[src/design/smp_pm_defs.vh]
// constants for the sleep-mode power manager
// Summary of operation
// RULE1: after power-on: active mode, lowest performance level, all domains active.
// RULE2: no enable, disable or software reset; always operating.
// RULE3: active mode keeps every clock and power domain running.
// RULE4: sleep entered only on wait-for-interrupt; depth from level select field.
// RULE5: software reads config back before wait-for-interrupt; bridge delay.
// RULE6: set regulator-settled flag once main regulator low-power mode stabilizes.
// RULE7: software checks settled flag before standby or backup entry.
// RULE8: idle wakes on synchronous and asynchronous interrupts.
// RULE9: standby wakes on asynchronous, and synchronous only from run-in-standby sources.
// RULE10: backup left only on backup reset; off only on external reset.
// RULE11: standby entry puts switchable domains in retention on low-power regulator.
// RULE12: standby wake returns three domains to active, restarts main regulator.
// RULE13: core resumes only after third domain active and main regulator ready.
// RULE14: always-on logic wakes from standby without any run-in-standby setting.
// RULE15: distinct level codes; reserved code keeps device active on wait-for-interrupt.
`ifndef SMP_PM_DEFS_VH
`define SMP_PM_DEFS_VH

`define SMP_NSRC 8
// register byte offsets
`define SMP_OFS_SLEEP_CFG 8'h00
`define SMP_OFS_INT_FLAG 8'h04
`define SMP_OFS_INT_MASK 8'h08
`define SMP_OFS_STATE 8'h0c
`define SMP_OFS_RUN_SB 8'h10
// sleep level select codes
`define SMP_LVL_IDLE 3'h2
`define SMP_LVL_STANDBY 3'h4
`define SMP_LVL_BACKUP 3'h5
`define SMP_LVL_OFF 3'h6
// reset values
`define SMP_RST_SLEEP_CFG 3'h2
`define SMP_RST_RUN_SB 8'h00
`define SMP_RST_MASK 2'h0
`define SMP_PERF_LOWEST 2'h0
// interrupt flag positions
`define SMP_FLG_SETTLED 0
`define SMP_FLG_WAKE 1
// axi responses
`define SMP_RESP_OKAY 2'h0
`define SMP_RESP_DECERR 2'h3

`endif

[src/design/_unused_placeholder_none.v]
// intentionally empty design unit list end
`timescale 1ns/10ps
`default_nettype none
`default_nettype wire

[src/design/smp_rst_sync.v]
// reset release synchroniser
`timescale 1ns/10ps
`default_nettype none
module smp_rst_sync
(
    input wire mclk_i,
    input wire rst_b_i,
    output wire rst_b_o
);
    reg meta_r;
    reg sync_r;
    // assert at once, release after two edges
    always @(posedge mclk_i or negedge rst_b_i)
    begin
        if (!rst_b_i)
        begin
            meta_r <= 1'b0;
            sync_r <= 1'b0;
        end
        else
        begin
            meta_r <= 1'b1;
            sync_r <= meta_r;
        end
    end
    assign rst_b_o = sync_r;
endmodule // smp_rst_sync
`default_nettype wire

[src/design/smp_wake_gate.v]
// per-source wake qualification for idle and standby
`timescale 1ns/10ps
`default_nettype none
`include "smp_pm_defs.vh"
module smp_wake_gate
(
    input wire [`SMP_NSRC-1:0] sync_irq_i,
    input wire [`SMP_NSRC-1:0] async_irq_i,
    input wire [`SMP_NSRC-1:0] run_sb_i,
    input wire aon_irq_i,
    output wire wake_idle_o,
    output wire wake_sb_o
);
    wire [`SMP_NSRC-1:0] idle_q;
    wire [`SMP_NSRC-1:0] sb_q;
    genvar i;
    generate
        for (i = 0; i < `SMP_NSRC; i = i + 1)
        begin : g_src
            // RULE8: idle takes both kinds
            assign idle_q[i] = sync_irq_i[i] | async_irq_i[i];
            // RULE9: synchronous only if kept running
            assign sb_q[i] = async_irq_i[i] | (sync_irq_i[i] & run_sb_i[i]);
        end
    endgenerate
    // RULE14: always-on source needs no setting
    assign wake_idle_o = (|idle_q) | aon_irq_i;
    assign wake_sb_o = (|sb_q) | aon_irq_i;
endmodule // smp_wake_gate
`default_nettype wire

[src/design/smp_pm_top.v]
// sleep-mode power manager with axi4-lite registers
//
// Design decisions made here: register access over AXI4-Lite and the register addresses.
`timescale 1ns/10ps
`default_nettype none
`include "smp_pm_defs.vh"
module smp_pm_top
(
    input wire mclk_i,
    input wire rst_b_i,
    // axi4-lite slave
    input wire [7:0] s_axi_awaddr,
    input wire s_axi_awvalid,
    output wire s_axi_awready,
    input wire [31:0] s_axi_wdata,
    input wire [3:0] s_axi_wstrb,
    input wire s_axi_wvalid,
    output wire s_axi_wready,
    output wire [1:0] s_axi_bresp,
    output wire s_axi_bvalid,
    input wire s_axi_bready,
    input wire [7:0] s_axi_araddr,
    input wire s_axi_arvalid,
    output wire s_axi_arready,
    output wire [31:0] s_axi_rdata,
    output wire [1:0] s_axi_rresp,
    output wire s_axi_rvalid,
    input wire s_axi_rready,
    // core and wake sources
    input wire wfi_i,
    input wire [`SMP_NSRC-1:0] sync_irq_i,
    input wire [`SMP_NSRC-1:0] async_irq_i,
    input wire aon_irq_i,
    input wire backup_rst_det_i,
    input wire ext_rst_i,
    // regulator and domain status
    input wire vreg_lp_stable_i,
    input wire main_vreg_ready_i,
    input wire pd_third_active_i,
    // power and clock controls
    output wire core_run_o,
    output wire clk_run_o,
    output wire [2:0] pd_active_o,
    output wire [2:0] pd_retain_o,
    output wire main_vreg_en_o,
    output wire lp_vreg_sel_o,
    output wire [1:0] perf_level_o,
    output wire [5:0] pm_state_o,
    output wire irq_o
);
    localparam [5:0] ST_ACTIVE = 6'h01;
    localparam [5:0] ST_IDLE = 6'h02;
    localparam [5:0] ST_STANDBY = 6'h04;
    localparam [5:0] ST_WAKE = 6'h08;
    localparam [5:0] ST_BACKUP = 6'h10;
    localparam [5:0] ST_OFF = 6'h20;

    wire rst_b, wake_idle, wake_sb;
    reg [5:0] state_r, state_nxt;
    reg [2:0] sleep_lvl_r, pd_active_r, pd_retain_r;
    reg [`SMP_NSRC-1:0] run_sb_r;
    reg [1:0] int_flag_r, int_flag_nxt, int_mask_r;
    reg stable_d_r, settled_seen_r, main_vreg_en_r, lp_vreg_sel_r;
    // axi state
    reg aw_got_r, w_got_r, bvalid_r, rvalid_r, rd_hit, wr_hit;
    reg [7:0] awaddr_r;
    reg [31:0] wdata_r, rdata_r, rd_mux;
    reg [3:0] wstrb_r;
    reg [1:0] bresp_r, rresp_r;
    wire do_write, do_read, settle_evt, wake_evt;
    wire [1:0] w1c;

    smp_rst_sync u_rst
    (
        .mclk_i(mclk_i),
        .rst_b_i(rst_b_i),
        .rst_b_o(rst_b)
    );

    smp_wake_gate u_wake
    (
        .sync_irq_i(sync_irq_i),
        .async_irq_i(async_irq_i),
        .run_sb_i(run_sb_r),
        .aon_irq_i(aon_irq_i),
        .wake_idle_o(wake_idle),
        .wake_sb_o(wake_sb)
    );

    // address and data may arrive in either order
    assign s_axi_awready = !aw_got_r && !bvalid_r;
    assign s_axi_wready = !w_got_r && !bvalid_r;
    assign do_write = aw_got_r && w_got_r && !bvalid_r;
    assign s_axi_arready = !rvalid_r;
    assign do_read = s_axi_arvalid && !rvalid_r;

    always @(posedge mclk_i or negedge rst_b)
    begin
        if (!rst_b)
        begin
            aw_got_r <= 1'b0;
            w_got_r <= 1'b0;
            awaddr_r <= 8'h00;
            wdata_r <= 32'h0000_0000;
            wstrb_r <= 4'h0;
            bvalid_r <= 1'b0;
            bresp_r <= `SMP_RESP_OKAY;
        end
        else
        begin
            if (s_axi_awvalid && s_axi_awready)
            begin
                aw_got_r <= 1'b1;
                awaddr_r <= s_axi_awaddr;
            end
            if (s_axi_wvalid && s_axi_wready)
            begin
                w_got_r <= 1'b1;
                wdata_r <= s_axi_wdata;
                wstrb_r <= s_axi_wstrb;
            end
            if (do_write)
            begin
                aw_got_r <= 1'b0;
                w_got_r <= 1'b0;
                bvalid_r <= 1'b1;
                bresp_r <= wr_hit ? `SMP_RESP_OKAY : `SMP_RESP_DECERR;
            end
            else if (bvalid_r && s_axi_bready)
            begin
                bvalid_r <= 1'b0;
            end
        end
    end

    always @*
    begin
        wr_hit = 1'b0;
        if (awaddr_r[7:2] == `SMP_OFS_SLEEP_CFG >> 2)
            wr_hit = 1'b1;
        else if (awaddr_r[7:2] == `SMP_OFS_INT_FLAG >> 2)
            wr_hit = 1'b1;
        else if (awaddr_r[7:2] == `SMP_OFS_INT_MASK >> 2)
            wr_hit = 1'b1;
        else if (awaddr_r[7:2] == `SMP_OFS_STATE >> 2)
            wr_hit = 1'b1;
        else if (awaddr_r[7:2] == `SMP_OFS_RUN_SB >> 2)
            wr_hit = 1'b1;
    end

    always @*
    begin
        rd_hit = 1'b1;
        rd_mux = 32'h0000_0000;
        if (s_axi_araddr[7:2] == `SMP_OFS_SLEEP_CFG >> 2)
            rd_mux = {29'h0000_0000, sleep_lvl_r};
        else if (s_axi_araddr[7:2] == `SMP_OFS_INT_FLAG >> 2)
            rd_mux = {30'h0000_0000, int_flag_r};
        else if (s_axi_araddr[7:2] == `SMP_OFS_INT_MASK >> 2)
            rd_mux = {30'h0000_0000, int_mask_r};
        else if (s_axi_araddr[7:2] == `SMP_OFS_STATE >> 2)
            rd_mux = {16'h0000, perf_level_o, pd_retain_r, pd_active_r,
                2'h0, state_r};
        else if (s_axi_araddr[7:2] == `SMP_OFS_RUN_SB >> 2)
            rd_mux = {24'h00_0000, run_sb_r};
        else
            rd_hit = 1'b0;
    end

    always @(posedge mclk_i or negedge rst_b)
    begin
        if (!rst_b)
        begin
            rvalid_r <= 1'b0;
            rdata_r <= 32'h0000_0000;
            rresp_r <= `SMP_RESP_OKAY;
        end
        else if (do_read)
        begin
            rvalid_r <= 1'b1;
            rdata_r <= rd_mux;
            rresp_r <= rd_hit ? `SMP_RESP_OKAY : `SMP_RESP_DECERR;
        end
        else if (rvalid_r && s_axi_rready)
        begin
            rvalid_r <= 1'b0;
        end
    end

    assign s_axi_bvalid = bvalid_r;
    assign s_axi_bresp = bresp_r;
    assign s_axi_rvalid = rvalid_r;
    assign s_axi_rdata = rdata_r;
    assign s_axi_rresp = rresp_r;

    // RULE2: always operating, no soft reset
    always @(posedge mclk_i or negedge rst_b)
    begin
        if (!rst_b)
        begin
            sleep_lvl_r <= `SMP_RST_SLEEP_CFG;
            int_mask_r <= `SMP_RST_MASK;
            run_sb_r <= `SMP_RST_RUN_SB;
        end
        else if (do_write && wstrb_r[0])
        begin
            if (awaddr_r[7:2] == `SMP_OFS_SLEEP_CFG >> 2)
                sleep_lvl_r <= wdata_r[2:0];
            else if (awaddr_r[7:2] == `SMP_OFS_INT_MASK >> 2)
                int_mask_r <= wdata_r[1:0];
            else if (awaddr_r[7:2] == `SMP_OFS_RUN_SB >> 2)
                run_sb_r <= wdata_r[7:0];
        end
    end

    // RULE6: first rise of stable after power-up
    assign settle_evt = vreg_lp_stable_i && !stable_d_r && !settled_seen_r;
    assign wake_evt = (state_nxt == ST_ACTIVE) && (state_r != ST_ACTIVE);
    assign w1c = (do_write && wstrb_r[0] &&
        awaddr_r[7:2] == `SMP_OFS_INT_FLAG >> 2) ? wdata_r[1:0] : 2'h0;

    // set wins over a same-cycle clear
    always @*
    begin
        int_flag_nxt = int_flag_r & ~w1c;
        if (settle_evt)
            int_flag_nxt[`SMP_FLG_SETTLED] = 1'b1;
        if (wake_evt)
            int_flag_nxt[`SMP_FLG_WAKE] = 1'b1;
    end

    always @(posedge mclk_i or negedge rst_b)
    begin
        if (!rst_b)
        begin
            int_flag_r <= 2'h0;
            stable_d_r <= 1'b0;
            settled_seen_r <= 1'b0;
        end
        else
        begin
            int_flag_r <= int_flag_nxt;
            stable_d_r <= vreg_lp_stable_i;
            if (settle_evt)
                settled_seen_r <= 1'b1;
        end
    end

    assign irq_o = |(int_flag_r & int_mask_r);

    always @*
    begin
        state_nxt = state_r;
        case (state_r)
            ST_ACTIVE:
                // RULE4: sleep only on wait-for-interrupt
                if (wfi_i)
                begin
                    // RULE15: reserved codes stay active
                    if (sleep_lvl_r == `SMP_LVL_IDLE)
                        state_nxt = ST_IDLE;
                    else if (sleep_lvl_r == `SMP_LVL_STANDBY)
                        state_nxt = ST_STANDBY;
                    else if (sleep_lvl_r == `SMP_LVL_BACKUP)
                        state_nxt = ST_BACKUP;
                    else if (sleep_lvl_r == `SMP_LVL_OFF)
                        state_nxt = ST_OFF;
                end
            ST_IDLE:
                // RULE8: idle wake sources
                if (wake_idle)
                    state_nxt = ST_ACTIVE;
            ST_STANDBY:
                // RULE9: qualified standby wake
                if (wake_sb)
                    state_nxt = ST_WAKE;
            ST_WAKE:
                // RULE13: third domain and main regulator first
                if (pd_third_active_i && main_vreg_ready_i)
                    state_nxt = ST_ACTIVE;
            ST_BACKUP:
                // RULE10: backup reset only
                if (backup_rst_det_i)
                    state_nxt = ST_ACTIVE;
            ST_OFF:
                // RULE10: external reset only
                if (ext_rst_i)
                    state_nxt = ST_ACTIVE;
            default:
                state_nxt = ST_ACTIVE;
        endcase
    end

    // RULE1: power-on state
    always @(posedge mclk_i or negedge rst_b)
    begin
        if (!rst_b)
        begin
            state_r <= ST_ACTIVE;
            pd_active_r <= 3'h7;
            pd_retain_r <= 3'h0;
            main_vreg_en_r <= 1'b1;
            lp_vreg_sel_r <= 1'b0;
        end
        else
        begin
            state_r <= state_nxt;
            if (state_nxt == ST_STANDBY)
            begin
                // RULE11: retention on low-power regulator
                pd_active_r <= 3'h0;
                pd_retain_r <= 3'h7;
                main_vreg_en_r <= 1'b0;
                lp_vreg_sel_r <= 1'b1;
            end
            else if (state_nxt == ST_BACKUP || state_nxt == ST_OFF)
            begin
                pd_active_r <= 3'h0;
                pd_retain_r <= 3'h0;
                main_vreg_en_r <= 1'b0;
                lp_vreg_sel_r <= 1'b1;
            end
            else
            begin
                // RULE12: domains active, main regulator restarts
                pd_active_r <= 3'h7;
                pd_retain_r <= 3'h0;
                main_vreg_en_r <= 1'b1;
                // low-power supply holds the core until handover
                lp_vreg_sel_r <= state_nxt == ST_WAKE;
            end
        end
    end

    // RULE13: core held until wake completes
    assign core_run_o = state_r == ST_ACTIVE;
    // RULE3: all clocks run in active mode
    assign clk_run_o = state_r == ST_ACTIVE;
    assign pd_active_o = pd_active_r;
    assign pd_retain_o = pd_retain_r;
    assign main_vreg_en_o = main_vreg_en_r;
    assign lp_vreg_sel_o = lp_vreg_sel_r;
    // RULE1: lowest performance level
    assign perf_level_o = `SMP_PERF_LOWEST;
    assign pm_state_o = state_r;
endmodule // smp_pm_top
`default_nettype wire

[config.mk]
export PLATFORM = sky130hd
export DESIGN_NAME = smp_pm_top
export DESIGN_NICKNAME = d
export VERILOG_FILES = /design/src/design/_unused_placeholder_none.v /design/src/design/smp_rst_sync.v /design/src/design/smp_wake_gate.v /design/src/design/smp_pm_top.v
export VERILOG_INCLUDE_DIRS = /design/src /design/src/design
export SDC_FILE = /design/constraint.sdc
export NUM_CORES = 1
export LEC_CHECK = 0
export ABC_CLOCK_PERIOD_IN_PS = 1750
export BUFFER_PORTS_ARGS = -buffer_cell sky130_fd_sc_hd__buf_4
export CAP_MARGIN = 10
export CORE_MARGIN = 8
export CORE_UTILIZATION = 42
export DETAILED_ROUTE_END_ITERATION = 10
export GPL_ROUTABILITY_DRIVEN = 0
export MAX_ROUTING_LAYER = met4
export PLACE_DENSITY_LB_ADDON = 0.05
export SYNTH_ARGS = -nofsm -noshare
export SYNTH_HDL_FRONTEND = slang
export SYNTH_HIERARCHICAL = 1
export SYNTH_SLANG_ARGS = --single-unit
[constraint.sdc]
create_clock -name mclk_i -period 1.75 [get_ports mclk_i]
set_input_delay 0.0875 -clock mclk_i [delete_from_list [all_inputs] [get_ports mclk_i]]
set_output_delay 0.0875 -clock mclk_i [all_outputs]
set_load 0.01 [all_outputs]
==> summary by stage <==
Setup path
In this run the worst path has a maximum fanout of 3. The terminus of the critical flop-to-flop path is int_mask_r[1]. The origin of the worst setup path is awaddr_r[5]. The number of cells on the worst reg-to-reg path is 4. The critical path startpoint category is a flip-flop. The arrival time of the worst setup path is 2.14 ns. The slack of the worst reg-to-reg path is -0.18 ns. The worst setup path is captured at a flip-flop.

The worst reg2reg path startpoint is awaddr_r[5]. The required time at the endpoint of the critical path is 1.96 ns. The path type of the worst setup path is flip-flop to flip-flop. Following the worst setup path forward leads to its endpoint at int_mask_r[1].

Logic synthesis
By area, the combinational part of the netlist is dominated by simple AND/OR/NAND/NOR gates. The post-synthesis cell type count is 45. The most frequent cell after synthesis is sky130_fd_sc_hd__dfrtp_1. The post-synthesis xor/xnor area fraction is 0.005945. The area share of fa/ha/maj cells after synthesis is 0. The number of warnings issued by yosys is 6.

The area of the mapped netlist is 2947 um^2. The sequential element share of the synthesized area is 0.5023. The mux contribution to synthesized area is 0.1185. The synthesized-area fraction occupied by ao, oa, aoi and oai cells was 0.1121.

The proportion of register bits with asynchronous set or reset after synthesis is 1.000. The top cell type by total area after synthesis is sky130_fd_sc_hd__dfrtp_1. Of the total synthesized cell area, the portion taken by AND, OR, NAND and NOR gates is 0.1601. The synthesized design contains 0 enable-type register cells.

Sorting the synthesized cells by area gives the leading types as sky130_fd_sc_hd__dfrtp_1, sky130_fd_sc_hd__mux2_2, sky130_fd_sc_hd__buf_4. In this run, synthesis produced a sequential element count of 59. In the synthesized netlist, the number of instances is 270. Sorting the synthesized cells by how often they occur yields sky130_fd_sc_hd__dfrtp_1, sky130_fd_sc_hd__buf_4, sky130_fd_sc_hd__mux2_2. The average instance in the mapped netlist occupies 10.91 um^2.

Of the post-synthesis cell area, the dominant cell type holds 0.4756. The most used flip-flop cell after synthesis is sky130_fd_sc_hd__dfrtp_1.

Layout
The finished layout cell area is 4308 um^2. The antenna diode instance count is 0. The total area of multi-input combinational cells is 1331 um^2. Fill cells in the final layout number 576.

Relative to the synthesized area, the layout overhead comes to 46.20%. The finished layout holds 507 standard cells, fillers aside. The share of layout cells above drive strength 1 is 0.4672. Summing all flip-flop and latch instances after layout gives 1481 um^2.

The net count of the finished layout is 488. The final design utilization is 0.6341.

Pwr
The power density relative to cell area is 1152 nW/um^2. VDD sags by at most 870.2 uV. Total power for the finished layout comes to 0.004964 W.

In this run the static leakage power is 2.072 nW.

Run
The number of max-cap violations is 0.

Route
Using the TritonRoute via totals, the vias-per-cell ratio works out to 4.878. The total number of vias is 2473. For this run, design rule violations remaining after detail routing come to 0. The remaining antenna violation count is 0.

The average wire per cell in the routed design is 15.43 um. The length of the first detailed-routing pass in iterations is 4. The first-iteration detailed-routing DRC count is 64.

The total wire length after detailed routing is 7.822 mm.

Floorplan
The total core area is 6794 um^2. Measured along the y axis, the die boundary spans 99.76 um. The number of top-level pins is 142.

The floorplan step defined a die boundary enclosing 9952 um^2. The die is 99.76 um wide. The starting density of the core is 0.4337. Row generation in the floorplan step produced 30 rows.

Global route
The global-route usage over all layers is 0.1626. The initial antenna violation count is 0. The total congestion overflow is 0. The first global-routing pass estimated 12.53 mm of wire. The pin count of the biggest net entering global routing is 37. The via count of the first global-routing pass is 2600.

Clocking
Counting along the longest clock path gives a buffer depth of 2. The maximum level of the CTS H-tree is 3. The total CTS buffers is 9. The worst-skew pair later-pin latency is 0.33 ns.

After clock tree synthesis, the clock-pin slew on the worst setup and hold paths is 0.07 ns. The clock net in this run drives a total of 59 sinks. TritonCTS built the clock tree. The clock root buffer is sky130_fd_sc_hd__clkbuf_8.

Timing
The count of endpoints failing hold in the final timing report was 0. The worst setup slack after layout is -0.1808 ns. Based on the critical path, the design can be clocked at up to 517.9 MHz. Dividing the final minimum period by the clock period gives 1.103. On the final layout, the worst hold slack is 0.07203 ns. The final count of negative-setup-slack endpoints is 7.

The final-report max-slew violation count is 0. Measured against its own limit, the worst slew margin works out to 0.5708. The worst path in the final design needs a cycle of 1.931 ns, including I/O delays and setup.

Setup repair after global routing could not meet its margin everywhere. The transition time at the pin with the least slew margin is 0.6422 ns. On the final layout, the worst clock skew is 0.007455 ns.

Placement
Once placement finished, the instance area stood at 3834 um^2. The count of buffers added on input and output ports is 90. The number of instances in the placed design is 469.

Detailed placement ended at an HPWL of 5.998 mm.

Hold path
The path class of the lowest-slack min-delay path is primary input to async pin.

Run status
The flow ran to the end, but the final reports show violations. The checks that failed: setup timing.
==> cell families (layout without fill, tap and decap cells) <==
kind of cell / count (synthesis) / in the layout
buffers and inverters: 45 / 167
AND/OR/NAND/NOR: 83 / 83
other: 2 / 21
XOR/XNOR: 2 / 2
multiplexers: 29 / 29
AO/OA/AOI/OAI: 50 / 50
flip-flops: 59 / 59
==> through the flow <==
step / TNS [ns] / setup slack, ns
floorplan: -0.7530 / -0.1775
global placement: -2.403 / -0.4343
CTS: -0.8635 / -0.2270
detailed placement: -2.671 / -0.4722
finish: -0.5734 / -0.1808
global route: -1.431 / -0.2430
==> registers in the layout, summed over array words and instances, names as in the netlist, 2 cells and up <==
| signal | flops |
|---|---|
| awaddr_r | 6 |
| int_flag_r | 2 |
| int_mask_r | 2 |
| pm_state_o | 6 |
| run_sb_r | 8 |
| s_axi_rdata | 10 |
| sleep_lvl_r | 3 |
| wdata_r | 8 |
==> report_power, final <==
part	internal [W]	switching [W]	total, W
clock network	0.000657	0.000560	0.00122
logic	0.00101	0.000750	0.00176
registers	0.00173	0.000264	0.00199
total	0.00339	0.00157	0.00496
==> repair_timing <==
item,4_1_cts,5_1_grt
endpoints found under the hold margin,21,0
buffers inserted,3,0
gates resized for setup,9,9
hold buffers,19,0
pin swaps,7,4
endpoints found under the setup margin,14,24
==> worst min path at each step <==
stage,start,to,slack [ns],depth (start not counted)
after floorplan,rst_b_i,u_rst/meta_r,-0.21,0
after global placement,rst_b_i,u_rst/meta_r,-0.13,1
after detailed placement,rst_b_i,u_rst/meta_r,-0.13,1
after CTS,rst_b_i,u_rst/rst_b_o,0.06,2
after global routing,rst_b_i,u_rst/meta_r,0.07,2
final,rst_b_i,u_rst/rst_b_o,0.07,2
==> placed cells by master (no fill, tap or decap), types with 4 or more instances in the layout <==
master	netlist	layout
sky130_fd_sc_hd__dfrtp_1	56	55
sky130_fd_sc_hd__mux2_2	27	25
sky130_fd_sc_hd__buf_4	32	122
sky130_fd_sc_hd__buf_6	0	5
sky130_fd_sc_hd__nand2_1	26	26
sky130_fd_sc_hd__nor4_1	4	4
sky130_fd_sc_hd__nor2b_1	5	5
sky130_fd_sc_hd__inv_1	5	5
sky130_fd_sc_hd__a21o_1	7	7
sky130_fd_sc_hd__and3_1	4	4
sky130_fd_sc_hd__dlygate4sd3_1	0	19
sky130_fd_sc_hd__clkbuf_8	0	9
sky130_fd_sc_hd__o21ai_0	18	15
sky130_fd_sc_hd__nor2_1	11	10
sky130_fd_sc_hd__a21oi_1	5	4
sky130_fd_sc_hd__conb_1	2	21
sky130_fd_sc_hd__a22oi_1	8	8
sky130_fd_sc_hd__nand2b_1	4	4
sky130_fd_sc_hd__nand3_1	5	5
==> final cells by class <==
type,count,share of cell area
clock buffers,10,0.02963
clock inverters,6,0.01539
inverters,5,0.004357
multi-input cells,185,0.3090
flip-flops and latches,59,0.3439
well taps,96,0.02788
repair buffers,146,0.2698
==> per-layer routing <==
metal	part of all wire	GRT usage
met5	0	-
met4	0.015	0.05937
met3	0.077	0.04679
met2	0.50	0.2755
met1	0.41	0.1772
==> critical path: stages (launching register included) <==
cell and delay [ns]:
sky130_fd_sc_hd__dfrtp_1 0.37, sky130_fd_sc_hd__or3_4 0.38, sky130_fd_sc_hd__or4_4 0.46, sky130_fd_sc_hd__nor3b_4 0.28, sky130_fd_sc_hd__mux2_4 0.32
Power figures use the tool's default switching activity.
